File: config.mk
export PLATFORM = sky130hd
export DESIGN_NAME = tuner_ctrl
export DESIGN_NICKNAME = d
export VERILOG_FILES = /design/src/tuner_pkg.sv /design/src/cal_rom.sv /design/src/serial_slave.sv /design/src/tuner_ctrl.sv
export SDC_FILE = /design/constraint.sdc
export NUM_CORES = 1
export LEC_CHECK = 0
export BUFFER_PORTS_ARGS = -buffer_cell sky130_fd_sc_hd__buf_2
export CORE_MARGIN = 4
export CORE_UTILIZATION = 25
export CTS_CLUSTER_DIAMETER = 80
export DETAILED_ROUTE_END_ITERATION = 16
export HOLD_SLACK_MARGIN = 0.03
export PLACE_DENSITY_LB_ADDON = 0.2
export RECOVER_POWER = 100
export SETUP_SLACK_MARGIN = 0.4
export SLEW_MARGIN = 20
export SYNTH_ARGS = -nofsm -noshare
export SYNTH_HDL_FRONTEND = slang
export SYNTH_SLANG_ARGS = --single-unit
File: constraint.sdc
create_clock -name ref_clk_i -period 12.4 [get_ports ref_clk_i]
set_input_delay 2.48 -clock ref_clk_i [delete_from_list [all_inputs] [get_ports ref_clk_i]]
set_output_delay 2.48 -clock ref_clk_i [all_outputs]
set_load 0.005 [all_outputs]
File: src/tuner_pkg.sv
// Constants, register map and state types of the tuner control block
// Behaviour
// RULE1: LNA switch bit 1 inserts the amplifier
// RULE2: Three-bit detector threshold in baseband control
// RULE3: Manual mode picks one of three oscillators, eight sub-bands
// RULE4: Auto select bit overrides manual oscillator fields
// RULE5: Fractional divider write starts an autotune pass
// RULE6: Host writes all divider registers on retune
// RULE7: Lock shown on status pin and status register
// RULE8: Pump auto bit lets autotuner choose current
// RULE9: Pump auto needs oscillator auto select too
// RULE10: Manual mode uses the single pump-current bit
// RULE11: Each trial waits the two-bit settle delay
// RULE12: Host picks delay longer than PLL settling
// RULE13: Host writes notch 111 when no interferer
// RULE14: ROM entry 1 holds low and high notch codes
// RULE15: ROM entry 2 holds 780 and 470 balun codes
// RULE16: ROM entry 3 holds bandwidth code; 0 reserved
// RULE17: Host writes ROM index before reading entry
// RULE18: Index write copies ROM byte into readback
// RULE19: Host keeps copies of three calibration bytes
// RULE20: Host copies bandwidth code into register 0xA
// RULE21: Host picks notch code by channel frequency
// RULE22: Host interpolates balun code per channel
// RULE23: Serial bus writes auto-increment register address
// RULE24: Readback valid before next register read
package tuner_pkg;

  // ****************************************
  // Register offsets
  // ****************************************
  localparam logic [7:0] REG_DIV_INT     = 8'h00;
  localparam logic [7:0] REG_DIV_FRAC_HI = 8'h01;
  localparam logic [7:0] REG_DIV_FRAC_LO = 8'h02;
  localparam logic [7:0] REG_TRACK       = 8'h03;
  localparam logic [7:0] REG_LNA         = 8'h04;
  localparam logic [7:0] REG_PLL_CFG     = 8'h05;
  localparam logic [7:0] REG_VCO         = 8'h06;
  localparam logic [7:0] REG_BASEBAND    = 8'h0A;
  localparam logic [7:0] REG_ROM_ADDR    = 8'h0B;
  localparam logic [7:0] REG_STATUS      = 8'h10;
  localparam logic [7:0] REG_ROM_DATA    = 8'h11;
  localparam logic [7:0] REG_TUNE_RB     = 8'h12;
  localparam logic [7:0] RESET_BYTE      = 8'h00;

  // ****************************************
  // Field positions
  // ****************************************
  localparam int LNA_SW_BIT    = 0;
  localparam int PUMP_AUTO_BIT = 7;
  localparam int PUMP_MAN_BIT  = 6;
  localparam int DLY_LSB       = 4;
  localparam int VAS_BIT       = 7;
  localparam int OSC_LSB       = 5;
  localparam int SB_LSB        = 2;
  localparam int BW_LSB        = 4;
  localparam int TH_LSB        = 0;
  localparam int NOTCH_LSB     = 4;
  localparam int BAL_LSB       = 0;
  localparam int LOCK_BIT      = 7;
  localparam int RB_OSC_LSB    = 6;
  localparam int RB_SB_LSB     = 3;

  // ****************************************
  // Oscillator ranges and timing
  // ****************************************
  localparam logic [1:0] OSC_LAST = 2'h2;
  localparam logic [2:0] SB_LAST  = 3'h7;
  localparam int CLK_MHZ          = 10;
  localparam int SETTLE_US0       = 50;
  localparam int SETTLE_US1       = 100;
  localparam int SETTLE_US2       = 200;
  localparam int SETTLE_US3       = 400;
  localparam logic [11:0] SETTLE_CYC0 = 12'(SETTLE_US0 * CLK_MHZ);
  localparam logic [11:0] SETTLE_CYC1 = 12'(SETTLE_US1 * CLK_MHZ);
  localparam logic [11:0] SETTLE_CYC2 = 12'(SETTLE_US2 * CLK_MHZ);
  localparam logic [11:0] SETTLE_CYC3 = 12'(SETTLE_US3 * CLK_MHZ);

  // ****************************************
  // Serial bus constants
  // ****************************************
  localparam logic [5:0] DEV_ADDR_BASE = 6'h30;
  localparam logic [3:0] BIT_ACK       = 4'h8;
  localparam logic [3:0] BIT_DONE      = 4'h9;

  typedef enum logic [2:0] {
    PH_IDLE = 3'b000,
    PH_DEV  = 3'b001,
    PH_REG  = 3'b011,
    PH_WDAT = 3'b010,
    PH_RDAT = 3'b110
  } bus_phase_type;

  typedef enum logic [1:0] {
    TS_IDLE = 2'b00,
    TS_WAIT = 2'b01,
    TS_NEXT = 2'b11
  } tune_state_type;

endpackage

File: src/cal_rom.sv
// Factory calibration ROM with registered read data
`timescale 1ns/1ps
`default_nettype none
module cal_rom #(
  parameter logic [3:0] NOTCH_LOW  = 4'h3,
  parameter logic [3:0] NOTCH_HIGH = 4'hC,
  parameter logic [3:0] BAL_780    = 4'hE,
  parameter logic [3:0] BAL_470    = 4'h2,
  parameter logic [3:0] BB_BW      = 4'h8
) (
  input  wire logic       ref_clk_i,
  input  wire logic       rstn_i,
  input  wire logic [3:0] addr_i,
  output logic      [7:0] data_o
);
  typedef struct packed {
    logic [7:0] data;
  } rom_state_type;

  rom_state_type r;
  rom_state_type next_r;

  // ****************************************
  // Table contents
  // ****************************************
  always_comb begin
    next_r = r;
    unique case (addr_i)
      4'h1:    next_r.data = {NOTCH_LOW, NOTCH_HIGH}; // RULE14
      4'h2:    next_r.data = {BAL_780, BAL_470}; // RULE15
      4'h3:    next_r.data = {BB_BW, 4'h0}; // RULE16
      default: next_r.data = 8'h00;
    endcase
  end

  always_ff @(posedge ref_clk_i or negedge rstn_i) begin
    if (!rstn_i) begin
      r <= '0;
    end else begin
      r <= next_r;
    end
  end

  assign data_o = r.data;
endmodule
`default_nettype wire

File: src/serial_slave.sv
// Two-wire serial register slave with address auto-increment
`timescale 1ns/1ps
`default_nettype none
module serial_slave (
  input  wire logic       ref_clk_i,
  input  wire logic       rstn_i,
  input  wire logic       scl_i,
  input  wire logic       sda_i,
  input  wire logic       addr_sel_i,
  output logic            sda_o,
  output logic            sda_oe_o,
  output logic      [7:0] reg_addr_o,
  output logic      [7:0] wdata_o,
  output logic            wr_o,
  input  wire logic [7:0] rdata_i
);
  typedef struct packed {
    logic [2:0]                   scl;
    logic [2:0]                   sda;
    logic [1:0]                   sel;
    tuner_pkg::bus_phase_type     ph;
    logic [3:0]                   bitn;
    logic [7:0]                   sh;
    logic                         rw;
    logic                         drive;
    logic [7:0]                   ptr;
    logic [7:0]                   wdata;
    logic                         wr;
  } slave_state_type;

  slave_state_type r;
  slave_state_type next_r;
  logic scl_rise;
  logic scl_fall;
  logic start;
  logic stop;

  always_comb begin
    next_r = r;
    next_r.scl = {r.scl[1:0], scl_i};
    next_r.sda = {r.sda[1:0], sda_i};
    next_r.sel = {r.sel[0], addr_sel_i};
    next_r.wr = 1'b0;
    scl_rise = r.scl[1] & ~r.scl[2];
    scl_fall = ~r.scl[1] & r.scl[2];
    start = r.scl[1] & r.scl[2] & r.sda[2] & ~r.sda[1];
    stop = r.scl[1] & r.scl[2] & ~r.sda[2] & r.sda[1];
    if (start) begin
      next_r.ph = tuner_pkg::PH_DEV;
      next_r.bitn = 4'h0;
      next_r.drive = 1'b0;
    end else if (stop) begin
      next_r.ph = tuner_pkg::PH_IDLE;
      next_r.drive = 1'b0;
    end else if (scl_rise && r.ph != tuner_pkg::PH_IDLE) begin
      if (r.bitn < tuner_pkg::BIT_ACK) begin
        next_r.bitn = r.bitn + 4'h1;
        if (r.ph != tuner_pkg::PH_RDAT) begin
          next_r.sh = {r.sh[6:0], r.sda[1]};
        end
      end else if (r.ph == tuner_pkg::PH_RDAT) begin
        if (r.sda[1]) begin
          next_r.ph = tuner_pkg::PH_IDLE;
        end else begin
          next_r.bitn = tuner_pkg::BIT_DONE;
        end
      end
    end else if (scl_fall && r.ph != tuner_pkg::PH_IDLE) begin
      if (r.ph == tuner_pkg::PH_RDAT && r.bitn < tuner_pkg::BIT_ACK) begin
        next_r.sh = {r.sh[6:0], 1'b0};
        next_r.drive = ~r.sh[6];
      end else if (r.ph == tuner_pkg::PH_RDAT
                   && r.bitn == tuner_pkg::BIT_ACK) begin
        next_r.drive = 1'b0;
      end else if (r.bitn == tuner_pkg::BIT_ACK) begin
        next_r.bitn = tuner_pkg::BIT_DONE;
        next_r.drive = 1'b1;
        unique case (r.ph)
          tuner_pkg::PH_DEV: begin
            next_r.rw = r.sh[0];
            if (r.sh[7:1] != {tuner_pkg::DEV_ADDR_BASE, r.sel[1]}) begin
              next_r.drive = 1'b0;
              next_r.ph = tuner_pkg::PH_IDLE;
            end
          end
          tuner_pkg::PH_REG: next_r.ptr = r.sh;
          default: begin
            next_r.wdata = r.sh;
            next_r.wr = 1'b1;
          end
        endcase
      end else if (r.bitn == tuner_pkg::BIT_DONE) begin
        next_r.bitn = 4'h0;
        next_r.drive = 1'b0;
        if ((r.ph == tuner_pkg::PH_DEV && r.rw)
            || r.ph == tuner_pkg::PH_RDAT) begin
          next_r.ph = tuner_pkg::PH_RDAT;
          next_r.sh = rdata_i;
          next_r.drive = ~rdata_i[7];
          next_r.ptr = r.ptr + 8'h01; // RULE23
        end else if (r.ph == tuner_pkg::PH_DEV) begin
          next_r.ph = tuner_pkg::PH_REG;
        end else if (r.ph == tuner_pkg::PH_REG) begin
          next_r.ph = tuner_pkg::PH_WDAT;
        end else begin
          next_r.ptr = r.ptr + 8'h01; // RULE23
        end
      end
    end
  end

  always_ff @(posedge ref_clk_i or negedge rstn_i) begin
    if (!rstn_i) begin
      r <= '0;
    end else begin
      r <= next_r;
    end
  end

  assign sda_o = 1'b0;
  assign sda_oe_o = r.drive;
  assign reg_addr_o = r.ptr;
  assign wdata_o = r.wdata;
  assign wr_o = r.wr;
endmodule
`default_nettype wire

File: src/tuner_ctrl.sv
// Tuner control top: register map, autotuner, calibration ROM access
`timescale 1ns/1ps
`default_nettype none
module tuner_ctrl (
  input  wire logic       ref_clk_i,
  input  wire logic       rstn_i,
  input  wire logic       scl_i,
  input  wire logic       sda_i,
  output logic            sda_o,
  output logic            sda_oe_o,
  input  wire logic       addr_sel_i,
  input  wire logic       pll_lock_raw_i,
  output logic            status_mux_pin_o,
  output logic            low_noise_amp_switch_o,
  output logic      [2:0] detector_threshold_sel_o,
  output logic      [1:0] oscillator_select_o,
  output logic      [2:0] oscillator_subband_o,
  output logic            pump_current_o,
  output logic      [7:0] divider_int_o,
  output logic     [15:0] divider_frac_o,
  output logic      [3:0] notch_code_o,
  output logic      [3:0] balun_code_o,
  output logic      [3:0] baseband_bandwidth_code_o,
  output logic            autotune_busy_o
);

  // ****************************************
  // Reset release
  // ****************************************
  logic [1:0] rst_sync;
  logic       rstn;

  always_ff @(posedge ref_clk_i or negedge rstn_i) begin
    if (!rstn_i) begin
      rst_sync <= 2'b00;
    end else begin
      rst_sync <= {rst_sync[0], 1'b1};
    end
  end

  assign rstn = rst_sync[1];

  // ****************************************
  // State
  // ****************************************
  typedef struct packed {
    logic                       lock_m;
    logic                       lock_s;
    logic [7:0]                 div_int;
    logic [7:0]                 frac_hi;
    logic [7:0]                 frac_lo;
    logic [7:0]                 track;
    logic [7:0]                 lna;
    logic [7:0]                 pll_cfg;
    logic [7:0]                 vco;
    logic [7:0]                 baseband_control;
    logic [3:0]                 rom_index;
    logic [7:0]                 rom_readback_byte;
    logic [1:0]                 rom_pend;
    tuner_pkg::tune_state_type  ts;
    logic [1:0]                 tune_osc;
    logic [2:0]                 tune_sb;
    logic [11:0]                cnt;
    logic [7:0]                 out_ctl;
    logic [1:0]                 out_osc;
    logic [2:0]                 out_sb;
  } top_state_type;

  top_state_type r;
  top_state_type next_r;

  logic [7:0] reg_addr;
  logic [7:0] wdata;
  logic       wr;
  logic [7:0] rdata;
  logic [7:0] rom_data;
  logic       auto_sel;
  logic       pump_auto;

  // ****************************************
  // Helpers
  // ****************************************
  function automatic logic [11:0] settle_cycles(input logic [1:0] code);
    unique case (code)
      2'h0: settle_cycles = tuner_pkg::SETTLE_CYC0;
      2'h1: settle_cycles = tuner_pkg::SETTLE_CYC1;
      2'h2: settle_cycles = tuner_pkg::SETTLE_CYC2;
      2'h3: settle_cycles = tuner_pkg::SETTLE_CYC3;
    endcase
  endfunction

  function automatic logic wr_hit(input logic we,
                                  input logic [7:0] a,
                                  input logic [7:0] off);
    wr_hit = we && (a == off);
  endfunction

  // ****************************************
  // Submodules
  // ****************************************
  serial_slave u_slave (
    .ref_clk_i  (ref_clk_i),
    .rstn_i     (rstn),
    .scl_i      (scl_i),
    .sda_i      (sda_i),
    .addr_sel_i (addr_sel_i),
    .sda_o      (sda_o),
    .sda_oe_o   (sda_oe_o),
    .reg_addr_o (reg_addr),
    .wdata_o    (wdata),
    .wr_o       (wr),
    .rdata_i    (rdata)
  );

  cal_rom u_rom (
    .ref_clk_i (ref_clk_i),
    .rstn_i    (rstn),
    .addr_i    (r.rom_index),
    .data_o    (rom_data)
  );

  // ****************************************
  // Read multiplexer
  // ****************************************
  always_comb begin
    unique case (reg_addr)
      tuner_pkg::REG_DIV_INT:     rdata = r.div_int;
      tuner_pkg::REG_DIV_FRAC_HI: rdata = r.frac_hi;
      tuner_pkg::REG_DIV_FRAC_LO: rdata = r.frac_lo;
      tuner_pkg::REG_TRACK:       rdata = r.track;
      tuner_pkg::REG_LNA:         rdata = r.lna;
      tuner_pkg::REG_PLL_CFG:     rdata = r.pll_cfg;
      tuner_pkg::REG_VCO:         rdata = r.vco;
      tuner_pkg::REG_BASEBAND:    rdata = r.baseband_control;
      tuner_pkg::REG_ROM_ADDR:    rdata = {4'h0, r.rom_index};
      tuner_pkg::REG_STATUS: begin
        rdata = 8'h00;
        rdata[tuner_pkg::LOCK_BIT] = r.lock_s; // RULE7
      end
      tuner_pkg::REG_ROM_DATA:    rdata = r.rom_readback_byte; // RULE18
      tuner_pkg::REG_TUNE_RB: begin
        rdata = 8'h00;
        rdata[tuner_pkg::RB_OSC_LSB +: 2] = r.out_osc;
        rdata[tuner_pkg::RB_SB_LSB +: 3] = r.out_sb;
      end
      default:                    rdata = 8'h00;
    endcase
  end

  // ****************************************
  // Mode decode
  // ****************************************
  assign auto_sel = r.vco[tuner_pkg::VAS_BIT];
  assign pump_auto = r.pll_cfg[tuner_pkg::PUMP_AUTO_BIT] & auto_sel; // RULE9

  // ****************************************
  // Next state
  // ****************************************
  always_comb begin
    next_r = r;

    // ********************
    // Lock synchroniser
    // ********************
    next_r.lock_m = pll_lock_raw_i;
    next_r.lock_s = r.lock_m;

    // ********************
    // Register writes
    // ********************
    if (wr_hit(wr, reg_addr, tuner_pkg::REG_DIV_INT)) begin
      next_r.div_int = wdata;
    end
    if (wr_hit(wr, reg_addr, tuner_pkg::REG_DIV_FRAC_HI)) begin
      next_r.frac_hi = wdata;
    end
    if (wr_hit(wr, reg_addr, tuner_pkg::REG_DIV_FRAC_LO)) begin
      next_r.frac_lo = wdata;
    end
    if (wr_hit(wr, reg_addr, tuner_pkg::REG_TRACK)) begin
      next_r.track = wdata;
    end
    if (wr_hit(wr, reg_addr, tuner_pkg::REG_LNA)) begin
      next_r.lna = wdata;
    end
    if (wr_hit(wr, reg_addr, tuner_pkg::REG_PLL_CFG)) begin
      next_r.pll_cfg = wdata;
    end
    if (wr_hit(wr, reg_addr, tuner_pkg::REG_VCO)) begin
      next_r.vco = wdata;
    end
    if (wr_hit(wr, reg_addr, tuner_pkg::REG_BASEBAND)) begin
      next_r.baseband_control = wdata;
    end

    // ********************
    // ROM index write and readback copy
    // ********************
    next_r.rom_pend = {r.rom_pend[0], 1'b0};
    if (wr_hit(wr, reg_addr, tuner_pkg::REG_ROM_ADDR)) begin
      next_r.rom_index = wdata[3:0];
      next_r.rom_pend = {r.rom_pend[0], 1'b1};
    end
    if (r.rom_pend[1]) begin
      next_r.rom_readback_byte = rom_data; // RULE18 RULE24
    end

    // ********************
    // Autotuner
    // ********************
    unique case (r.ts)
      tuner_pkg::TS_IDLE: begin
        if (wr_hit(wr, reg_addr, tuner_pkg::REG_DIV_FRAC_LO)
            && auto_sel) begin // RULE5
          next_r.ts = tuner_pkg::TS_WAIT;
          next_r.tune_osc = 2'h0;
          next_r.tune_sb = 3'h0;
          next_r.cnt = settle_cycles(
            r.pll_cfg[tuner_pkg::DLY_LSB +: 2]); // RULE11
        end
      end
      tuner_pkg::TS_WAIT: begin
        if (r.cnt != 12'h000) begin
          next_r.cnt = r.cnt - 12'h001; // RULE11
        end else if (r.lock_s) begin
          next_r.ts = tuner_pkg::TS_IDLE;
        end else begin
          next_r.ts = tuner_pkg::TS_NEXT;
        end
      end
      tuner_pkg::TS_NEXT: begin
        if (r.tune_sb != tuner_pkg::SB_LAST) begin
          next_r.tune_sb = r.tune_sb + 3'h1;
          next_r.ts = tuner_pkg::TS_WAIT;
        end else if (r.tune_osc != tuner_pkg::OSC_LAST) begin
          next_r.tune_osc = r.tune_osc + 2'h1;
          next_r.tune_sb = 3'h0;
          next_r.ts = tuner_pkg::TS_WAIT;
        end else begin
          next_r.ts = tuner_pkg::TS_IDLE;
        end
        next_r.cnt = settle_cycles(r.pll_cfg[tuner_pkg::DLY_LSB +: 2]);
      end
      default: next_r.ts = tuner_pkg::TS_IDLE;
    endcase

    // ********************
    // Oscillator selection
    // ********************
    if (auto_sel) begin
      next_r.out_osc = r.tune_osc; // RULE4
      next_r.out_sb = r.tune_sb; // RULE4
    end else begin
      next_r.out_osc = r.vco[tuner_pkg::OSC_LSB +: 2]; // RULE3
      next_r.out_sb = r.vco[tuner_pkg::SB_LSB +: 3]; // RULE3
    end

    // ********************
    // Registered control outputs
    // ********************
    next_r.out_ctl = 8'h00;
    next_r.out_ctl[0] = r.lna[tuner_pkg::LNA_SW_BIT]; // RULE1
    if (pump_auto) begin
      next_r.out_ctl[1] = ~r.tune_sb[2]; // RULE8
    end else begin
      next_r.out_ctl[1] = r.pll_cfg[tuner_pkg::PUMP_MAN_BIT]; // RULE10
    end
    next_r.out_ctl[2] = r.ts != tuner_pkg::TS_IDLE;
  end

  // ****************************************
  // Register stage
  // ****************************************
  always_ff @(posedge ref_clk_i or negedge rstn) begin
    if (!rstn) begin
      r <= '0;
    end else begin
      r <= next_r;
    end
  end

  // ****************************************
  // Outputs
  // ****************************************
  assign status_mux_pin_o = r.lock_s; // RULE7
  assign low_noise_amp_switch_o = r.out_ctl[0];
  assign pump_current_o = r.out_ctl[1];
  assign autotune_busy_o = r.out_ctl[2];
  assign detector_threshold_sel_o =
    r.baseband_control[tuner_pkg::TH_LSB +: 3]; // RULE2
  assign baseband_bandwidth_code_o =
    r.baseband_control[tuner_pkg::BW_LSB +: 4];
  assign oscillator_select_o = r.out_osc;
  assign oscillator_subband_o = r.out_sb;
  assign divider_int_o = r.div_int;
  assign divider_frac_o = {r.frac_hi, r.frac_lo};
  assign notch_code_o = r.track[tuner_pkg::NOTCH_LSB +: 4];
  assign balun_code_o = r.track[tuner_pkg::BAL_LSB +: 4];

endmodule
`default_nettype wire

# [After elaboration in Yosys (flattened, before gate mapping)]
# Cells that the tools add are included.
[op_classes] addsub=5 n_lt_le_gt_ge=1 n_eq_ne=59 mux=75 bitwise=21 reduce_logical=45
[op_table] cell="$mux 16" count=6
[op_table] cell="$pmux 8 s12" count=1
[op_table] cell="$mux 9" count=10
[op_table] cell="$mux 8" count=9
[op_table] cell="$pmux 12 s4" count=1
[op_table] cell="$mux 19" count=2
[op_table] cell="$pmux 12 s3" count=1
[op_table] cell="$mux 17" count=2
[op_table] cell="$mux 34" count=1
[op_table] cell="$mux 15" count=2
[op_table] cell="$mux 7" count=4
[op_table] cell="$mux 3" count=9
[op_table] cell="$eq 8x3->1 const B" count=3
[op_table] cell="$eq 8x5->1 const B" count=3
[op_table] cell="$pmux 8 s3" count=1
[op_table] cell="$reduce_and 10->1" count=2
[op_table] cell="$ne 6x3->1 const B" count=3
[op_table] cell="$ne 9x6->1 const B" count=2
[op_table] cell="$eq 8x2->1 const B" count=2
[op_table] cell="$eq 8x4->1 const B" count=2
[op_table] cell="$ne 2x2->1 const B" count=8
[op_table] cell="$ne 8x5->1 const B" count=2
[op_table] cell="$reduce_and 8->1" count=2
[op_table] cell="$logic_and 1x1->1" count=15
[op_table] cell="other kinds (51)" count=113
[totals] reg_bits=159 input_bits=6 out_inout_bits=50 word_cells=239

# [Longest topological paths before layout]
# Gate-level depths: netlist of run 1.
[logic_depth] depth_word=18 ltp_mapped=12 mapped_depth_nobuf=8

# [Hierarchy]
# Synthesis of run 1 repeated with hierarchy kept, for this count alone.
[unflattened] hier_cells=747 hier_area_um2=8270.4
[by_module_without_submodules] mod="tuner_ctrl" n_inst=1 cells_each=495 area_each_um2=5657.9 seq_area_each_um2=2727.6
[by_module_without_submodules] mod="serial_slave" n_inst=1 cells_each=238 area_each_um2=2439.8 seq_area_each_um2=1051.0
[by_module_without_submodules] mod="cal_rom" n_inst=1 cells_each=14 area_each_um2=172.7 seq_area_each_um2=100.1

# [Least setup slack after synthesis of run 1]
# No wires, ideal clock.
[synth_timing] path_kind="register to output" from="reg r, in the netlist divider_frac_o[11]" to="out divider_frac_o[11]" arrival_time_ps=491 required_ps=9920 setup_slack_ps=9429 path_stages_with_launch=2 n_path_buf=1 path_cell_list="dfrtp_1 buf_4"
[synth_lines] item="from (decl)" line_no="tuner_ctrl.sv:69" text="top_state_type r;"
[synth_lines] item="from (signal assigned)" line_no="tuner_ctrl.sv:278" text="r <= next_r;"
[synth_lines] item="to (decl)" line_no="tuner_ctrl.sv:20" text="output logic [15:0] divider_frac_o,"
# No word-level cell between the ends.

==> metrics.txt, run 1 <==
outcome finished with violations; failing checks max-capacitance violations, max-slew violations; Area contributors post-synth dfrtp_1, mux2_2, buf_4; Max stage delay on crit path 2690 ps; post-synthesis sequential area ratio 48.81%; Final period util 36.88%; Critical-path top delay cell clkbuf_1; port bufs 54; Final Util 28.05%; Worst Path Max Fanout 67; routed wire length per instance 19.11 µm; Buffers & Inverters on Critical Path 1; cells along the critical path clkbuf_1; All-Layer GR Usage 13.28%; final hold violation count 0; CP startpoint kind register; max_slew headroom -149.8%; IO Pins 56; skew final 13.10 ps; syn_nets 753; clock sinks 151; hold_buf cts 0; core area 30590 µm²; fin. max-slew vios 157; clock latency on the worst-skew pair 430 ps; Setup Crit Path Kind reg -> async; Synth area leader dfrtp_1; clock tree root buffer cell clkbuf_16; Avg Cell Area, Syn 10.52 µm²; layout cells sized above 1 18.79%; n_diodes 0; LEAKAGE 3.864 nW; CTS tree built; RSZ-0062 raised after global routing false; first-pass GRT wire length 34920 µm; worst vdd ir 0.06643 mV; pre-CTS setup slack 9324 ps; Post-Route WL 21800 µm; DRT iter0 DRCs 435; CTS Buf Count 17; Final Cell Area 8579 µm²; largest net degree at the start of global routing 68; flop-to-flop setup slack 7830 ps; Synth cell types 71; DRC errors left 0; Post-CTS Setup Bufs 0; row cnt 64; maxcap violations 3; CP endpoint kind async pin; Worst Path Arrival 4240 ps; number of fill cells 3292; global route total overflow 0; Main synth FF type dfrtp_1; drt pass-1 iters 5; final-stage net count 749; final worst setup slack 7826 ps; Async SR Flop Fraction 100.0%; Req. time, crit path 12070 ps; slew at the pin closest to its max-slew limit 3747 ps; Power Density 133.0 nW/µm²; Die W 184.0 µm; buffer levels on the longest clock path 2; die footprint 33840 µm²; Min-Delay Startpoint u_slave.next_r[40]; starting density of the core 25.31%; end point of the worst hold path u_slave.next_r[41]; height of the die 184.0 µm; number of synthesis warnings 0; Worst Hold Depth 0; Area Overhead vs Synth 10.83%; Crit path max-delay family buffers and inverters; R2R cell count 1; Post-Synthesis Cells 736; H-tree Lvls 4; Via Count 5610; post-synth top area share 48.81%; synthesized area 7741 µm²; # setup viols final 0; post-CTS resize count 0; clock slew seen by the registers of the worst setup and hold paths 70 ps; Final Critical Period 4574 ps; Final HPWL DP 15090 µm; GP Congestion 0.8494; EDFF count, synth 0; R2R Path End u_slave.wdata_o[4]; R2R Path Start rst_sync[1]; vias in the first global route 5678; post-route ant nets 0; Synth Register Bits 151; worst hold-check path type reg -> reg; placed cell area 8065 µm²; initial antenna violation count 1; setup_tns 0 ps; DR vias/cell 4.917; Max Freq 218.6 MHz
cells in the final DEF, fill, tap and decap left out, types with 4 or more instances in the layout:
cell type	count
a21oi_1	40
a22o_1	14
a22oi_1	13
a31oi_1	9
buf_2	15
buf_4	6
clkbuf_1	46
clkbuf_16	17
dfrtp_1	151
ha_1	11
inv_1	19
mux2_2	80
mux2i_1	8
nand2_1	66
nand2b_1	5
nand3_1	31
nand3b_1	8
nand4_1	6
nor2_1	29
nor2b_1	11
nor3_1	11
o21a_1	5
o21ai_0	42
o22a_1	4
o22ai_1	5
sequential cells by signal, indices dropped and copies added (netlist names), 2 cells and up:
signal,cells
r,52
u_slave.r,19
divider_frac_o,16
divider_int_o,8
u_slave.reg_addr_o,8
u_slave.wdata_o,8
u_slave.next_r,5
balun_code_o,4
baseband_bandwidth_code_o,4
notch_code_o,4
u_rom.data_o,4
detector_threshold_sel_o,3
oscillator_subband_o,3
next_r,2
oscillator_select_o,2
rst_sync,2
cells in the mapped netlist (6+ instances only):
library cell  number
inv_1             19
o21ai_0           42
nand3_1           31
nor3_1            11
ha_1              11
nand3b_1           8
a31oi_1            9
a22oi_1           13
buf_2              8
a22o_1            14
nand2_1           66
dfrtp_1          151
mux2i_1            8
nand4_1            6
a21oi_1           40
nor2_1            28
clkbuf_1          24
buf_4             48
buf_1              7
mux2_2            81
nor2b_1           11
per-stage QoR:
step	total power, mW	std cells	hold slack (ps)
6_report	1.141	1141	344.1
5_1_grt	1.192	1141	353.5
4_1_cts	1.158	1141	254.3
3_5_place_dp	0.6204	1109	247.6
3_3_place_gp	0.6209	1109	249.1
2_1_floorplan	0.5903	736	331.2
cell type report:
cell class	instances	area, µm²	share of cell area (%)
clock buffer	21	460.4	5.367
tap	396	495.5	5.775
multi-input combinational	478	3351	39.05
timing repair buffer	65	285.3	3.325
clock inverter	11	137.6	1.604
sequential	151	3779	44.04
inverter	19	71.32	0.8313
layer usage:
layer | vias up | global-route usage [%] | wire length (µm)
met4 | 0 | 3.342 | 280
met5 | - | 0 | 0
met1 | 2842 | 19.50 | 10870
met2 | 146 | 19.93 | 9702
met3 | 19 | 2.770 | 944
li1 | 2603 | - | -
kinds of logic (layout without fill, tap and decap cells):
logic type	after synthesis	count (layout)	share of synthesized area (%)
buffers and inverters	107	116	7.742
DFF	151	151	48.81
xor gates and xnor gates	6	6	0.6790
muxes	90	90	12.96
adders and majority gates	11	11	1.778
AOI/OAI and AO/OA	171	171	14.74
other	2	2	0.09701
and+or+nand+nor	198	198	13.19
how the worst max path moves through the flow:
stage,from,end,slack (ps),depth (start not counted)
global route,rst_sync[1],u_slave.reg_addr_o[4],6760,1
global placement,divider_frac_o[14],divider_frac_o[14],9330,1
CTS,divider_frac_o[14],divider_frac_o[14],8860,1
finish,rst_sync[1],u_slave.wdata_o[4],7830,1
floorplan,rst_sync[1],auto_sel,7880,0
detailed placement,divider_frac_o[14],divider_frac_o[14],9320,1
power breakdown:
| group | switching (mW) | internal [mW] | leakage [nW] |
|---|---|---|---|
| Sequential | 0.0338 | 0.509 | 2.07 |
| Clock | 0.222 | 0.311 | 0.283 |
| Combinational | 0.0411 | 0.0245 | 1.51 |
Note: power is estimated with default switching activity, not from simulation.
==> inputs of run 2 (changes only) <==
==> constraint.sdc (replaced) <==
create_clock -name ref_clk_i -period 3.7 [get_ports ref_clk_i]
set_input_delay 0.74 -clock ref_clk_i [delete_from_list [all_inputs] [get_ports ref_clk_i]]
set_output_delay 0.74 -clock ref_clk_i [all_outputs]
set_load 0.005 [all_outputs]
==> metrics.txt, run 2 (synthesis gave the netlist of run 1 again) <==
drt pass-1 iters 5; Crit path max-delay family simple AND/OR/NAND/NOR gates; most frequent cells in the layout dfrtp_1, mux2_2, nand2_1; fin. max-slew vios 63; Req. time, crit path 4000 ps; number of fill cells 3277; final worst setup slack 600.6 ps; first-pass GRT wire length 35250 µm; Max stage delay on crit path 1190 ps; Setup Crit Path Kind reg -> reg; # setup viols final 0; post-CTS resize count 0; hold_buf cts 0; global route total overflow 0; Post-Route WL 21950 µm; worst hold-check path type in -> async; max_slew headroom -77.19%; H-tree Lvls 4; clock latency on the worst-skew pair 430 ps; Die W 184.0 µm; largest net degree at the start of global routing 67; Power Density 459.1 nW/µm²; setup_tns 0 ps; LEAKAGE 3.895 nW; Via Count 5547; DRC errors left 0; CP startpoint kind register; Post-CTS Setup Bufs 0; cells along the critical path nor4_1 -> and2_1 -> nand3_1 -> mux2_2; initial antenna violation count 0; pre-CTS setup slack 1009 ps; Area Overhead vs Synth 11.48%; final-stage net count 750; commonest non-fill, non-tap cell in the layout dfrtp_1; Total Power 3.962 mW; final hold violation count 0; vias in the first global route 5733; buffer levels on the longest clock path 2; CTS Buf Count 17; slew at the pin closest to its max-slew limit 2658 ps; GP Congestion 0.8153; Buffers & Inverters on Critical Path 0; core area 30590 µm²; Critical-path top delay cell nor4_1; DRT iter0 DRCs 451; Final Critical Period 3099 ps; clock tree root buffer cell clkbuf_16; CTS tree built; die footprint 33840 µm²; n_diodes 0; Final HPWL DP 15380 µm; height of the die 184.0 µm; maxcap violations 1; RSZ-0062 raised after global routing false; Largest Register r; starting density of the core 25.31%; failing checks max-capacitance violations, max-slew violations; flop-to-flop setup slack 600 ps; Worst Path Arrival 3400 ps; post-route ant nets 0; clock slew seen by the registers of the worst setup and hold paths 70 ps; layout cells sized above 1 19.17%; clock sinks 151; row cnt 64; Worst Path Max Fanout 10; Final period util 83.77%; outcome finished with violations; CP endpoint kind register; routed wire length per instance 19.22 µm; skew final 18.47 ps; IO Pins 56; Max Freq 322.6 MHz; flip-flop count of the largest register after layout 52; All-Layer GR Usage 13.39%; worst vdd ir 0.2682 mV; DR vias/cell 4.857; port bufs 54
==> run 2: changes by cell type in the layout (fill, tap and decap cells not counted), sizes merged <==
cell,before,now
buf,21,23
inv,23,25
bufinv,2,4
clkbuf,65,61
clkinvlp,3,2
==> run 2: final timing paths <==
path,startpoint,end,cells after the start
setup reg to reg,u_slave.reg_addr_o[5],r[76],4
min in group ref_clk_i,u_slave.next_r[35],u_slave.r[35],0
setup / recovery,u_slave.reg_addr_o[5],r[76],4
max in group asynchronous,rst_sync[1],r[65],0
hold reg to reg,u_slave.next_r[35],u_slave.r[35],0
hold / removal,rstn_i,rst_sync[0],1
==> run 2: power by group <==
| group | switching (mW) | internal, mW | leakage, nW | total, mW |
|---|---|---|---|---|
| Combinational | 0.131 | 0.0862 | 1.52 | 0.217 |
| Clock | 0.763 | 1.15 | 0.306 | 1.91 |
| Sequential | 0.128 | 1.70 | 2.07 | 1.83 |
| Total | 1.02 | 2.94 | 3.89 | 3.96 |
==> run 2: layout make-up <==
cell class	count	area, µm²	area share (%)
clock buffer	18	429.2	4.973
timing repair buffer	66	311.5	3.610
tap	396	495.5	5.742
clock inverter	14	210.2	2.436
sequential	151	3779	43.79
inverter	19	71.32	0.8264
multi-input combinational	478	3333	38.63
==> run 2: metrics by stage <==
step                util [%]  hold WS [ps]  cell area (µm²)  instances
floorplan                  -         331.1             7742        736
global placement       26.43         332.0             8085       1110
detailed placement     26.43         336.4             8085       1110
CTS                    28.52         56.47             8725       1142
global route           28.21         84.32             8630       1142
finish                 28.21         83.66             8630       1142
==> run 2: routing by layer <==
layer  wire [µm]  share of wire, %  global-route usage (%)  up-vias
li1            -                 -                       -     2616
met1       10950                50                   19.16     2793
met2       10000                46                   20.87      119
met3         715               3.3                   2.493       19
met4         287               1.3                   3.579        0
met5           0                 0                       0        -
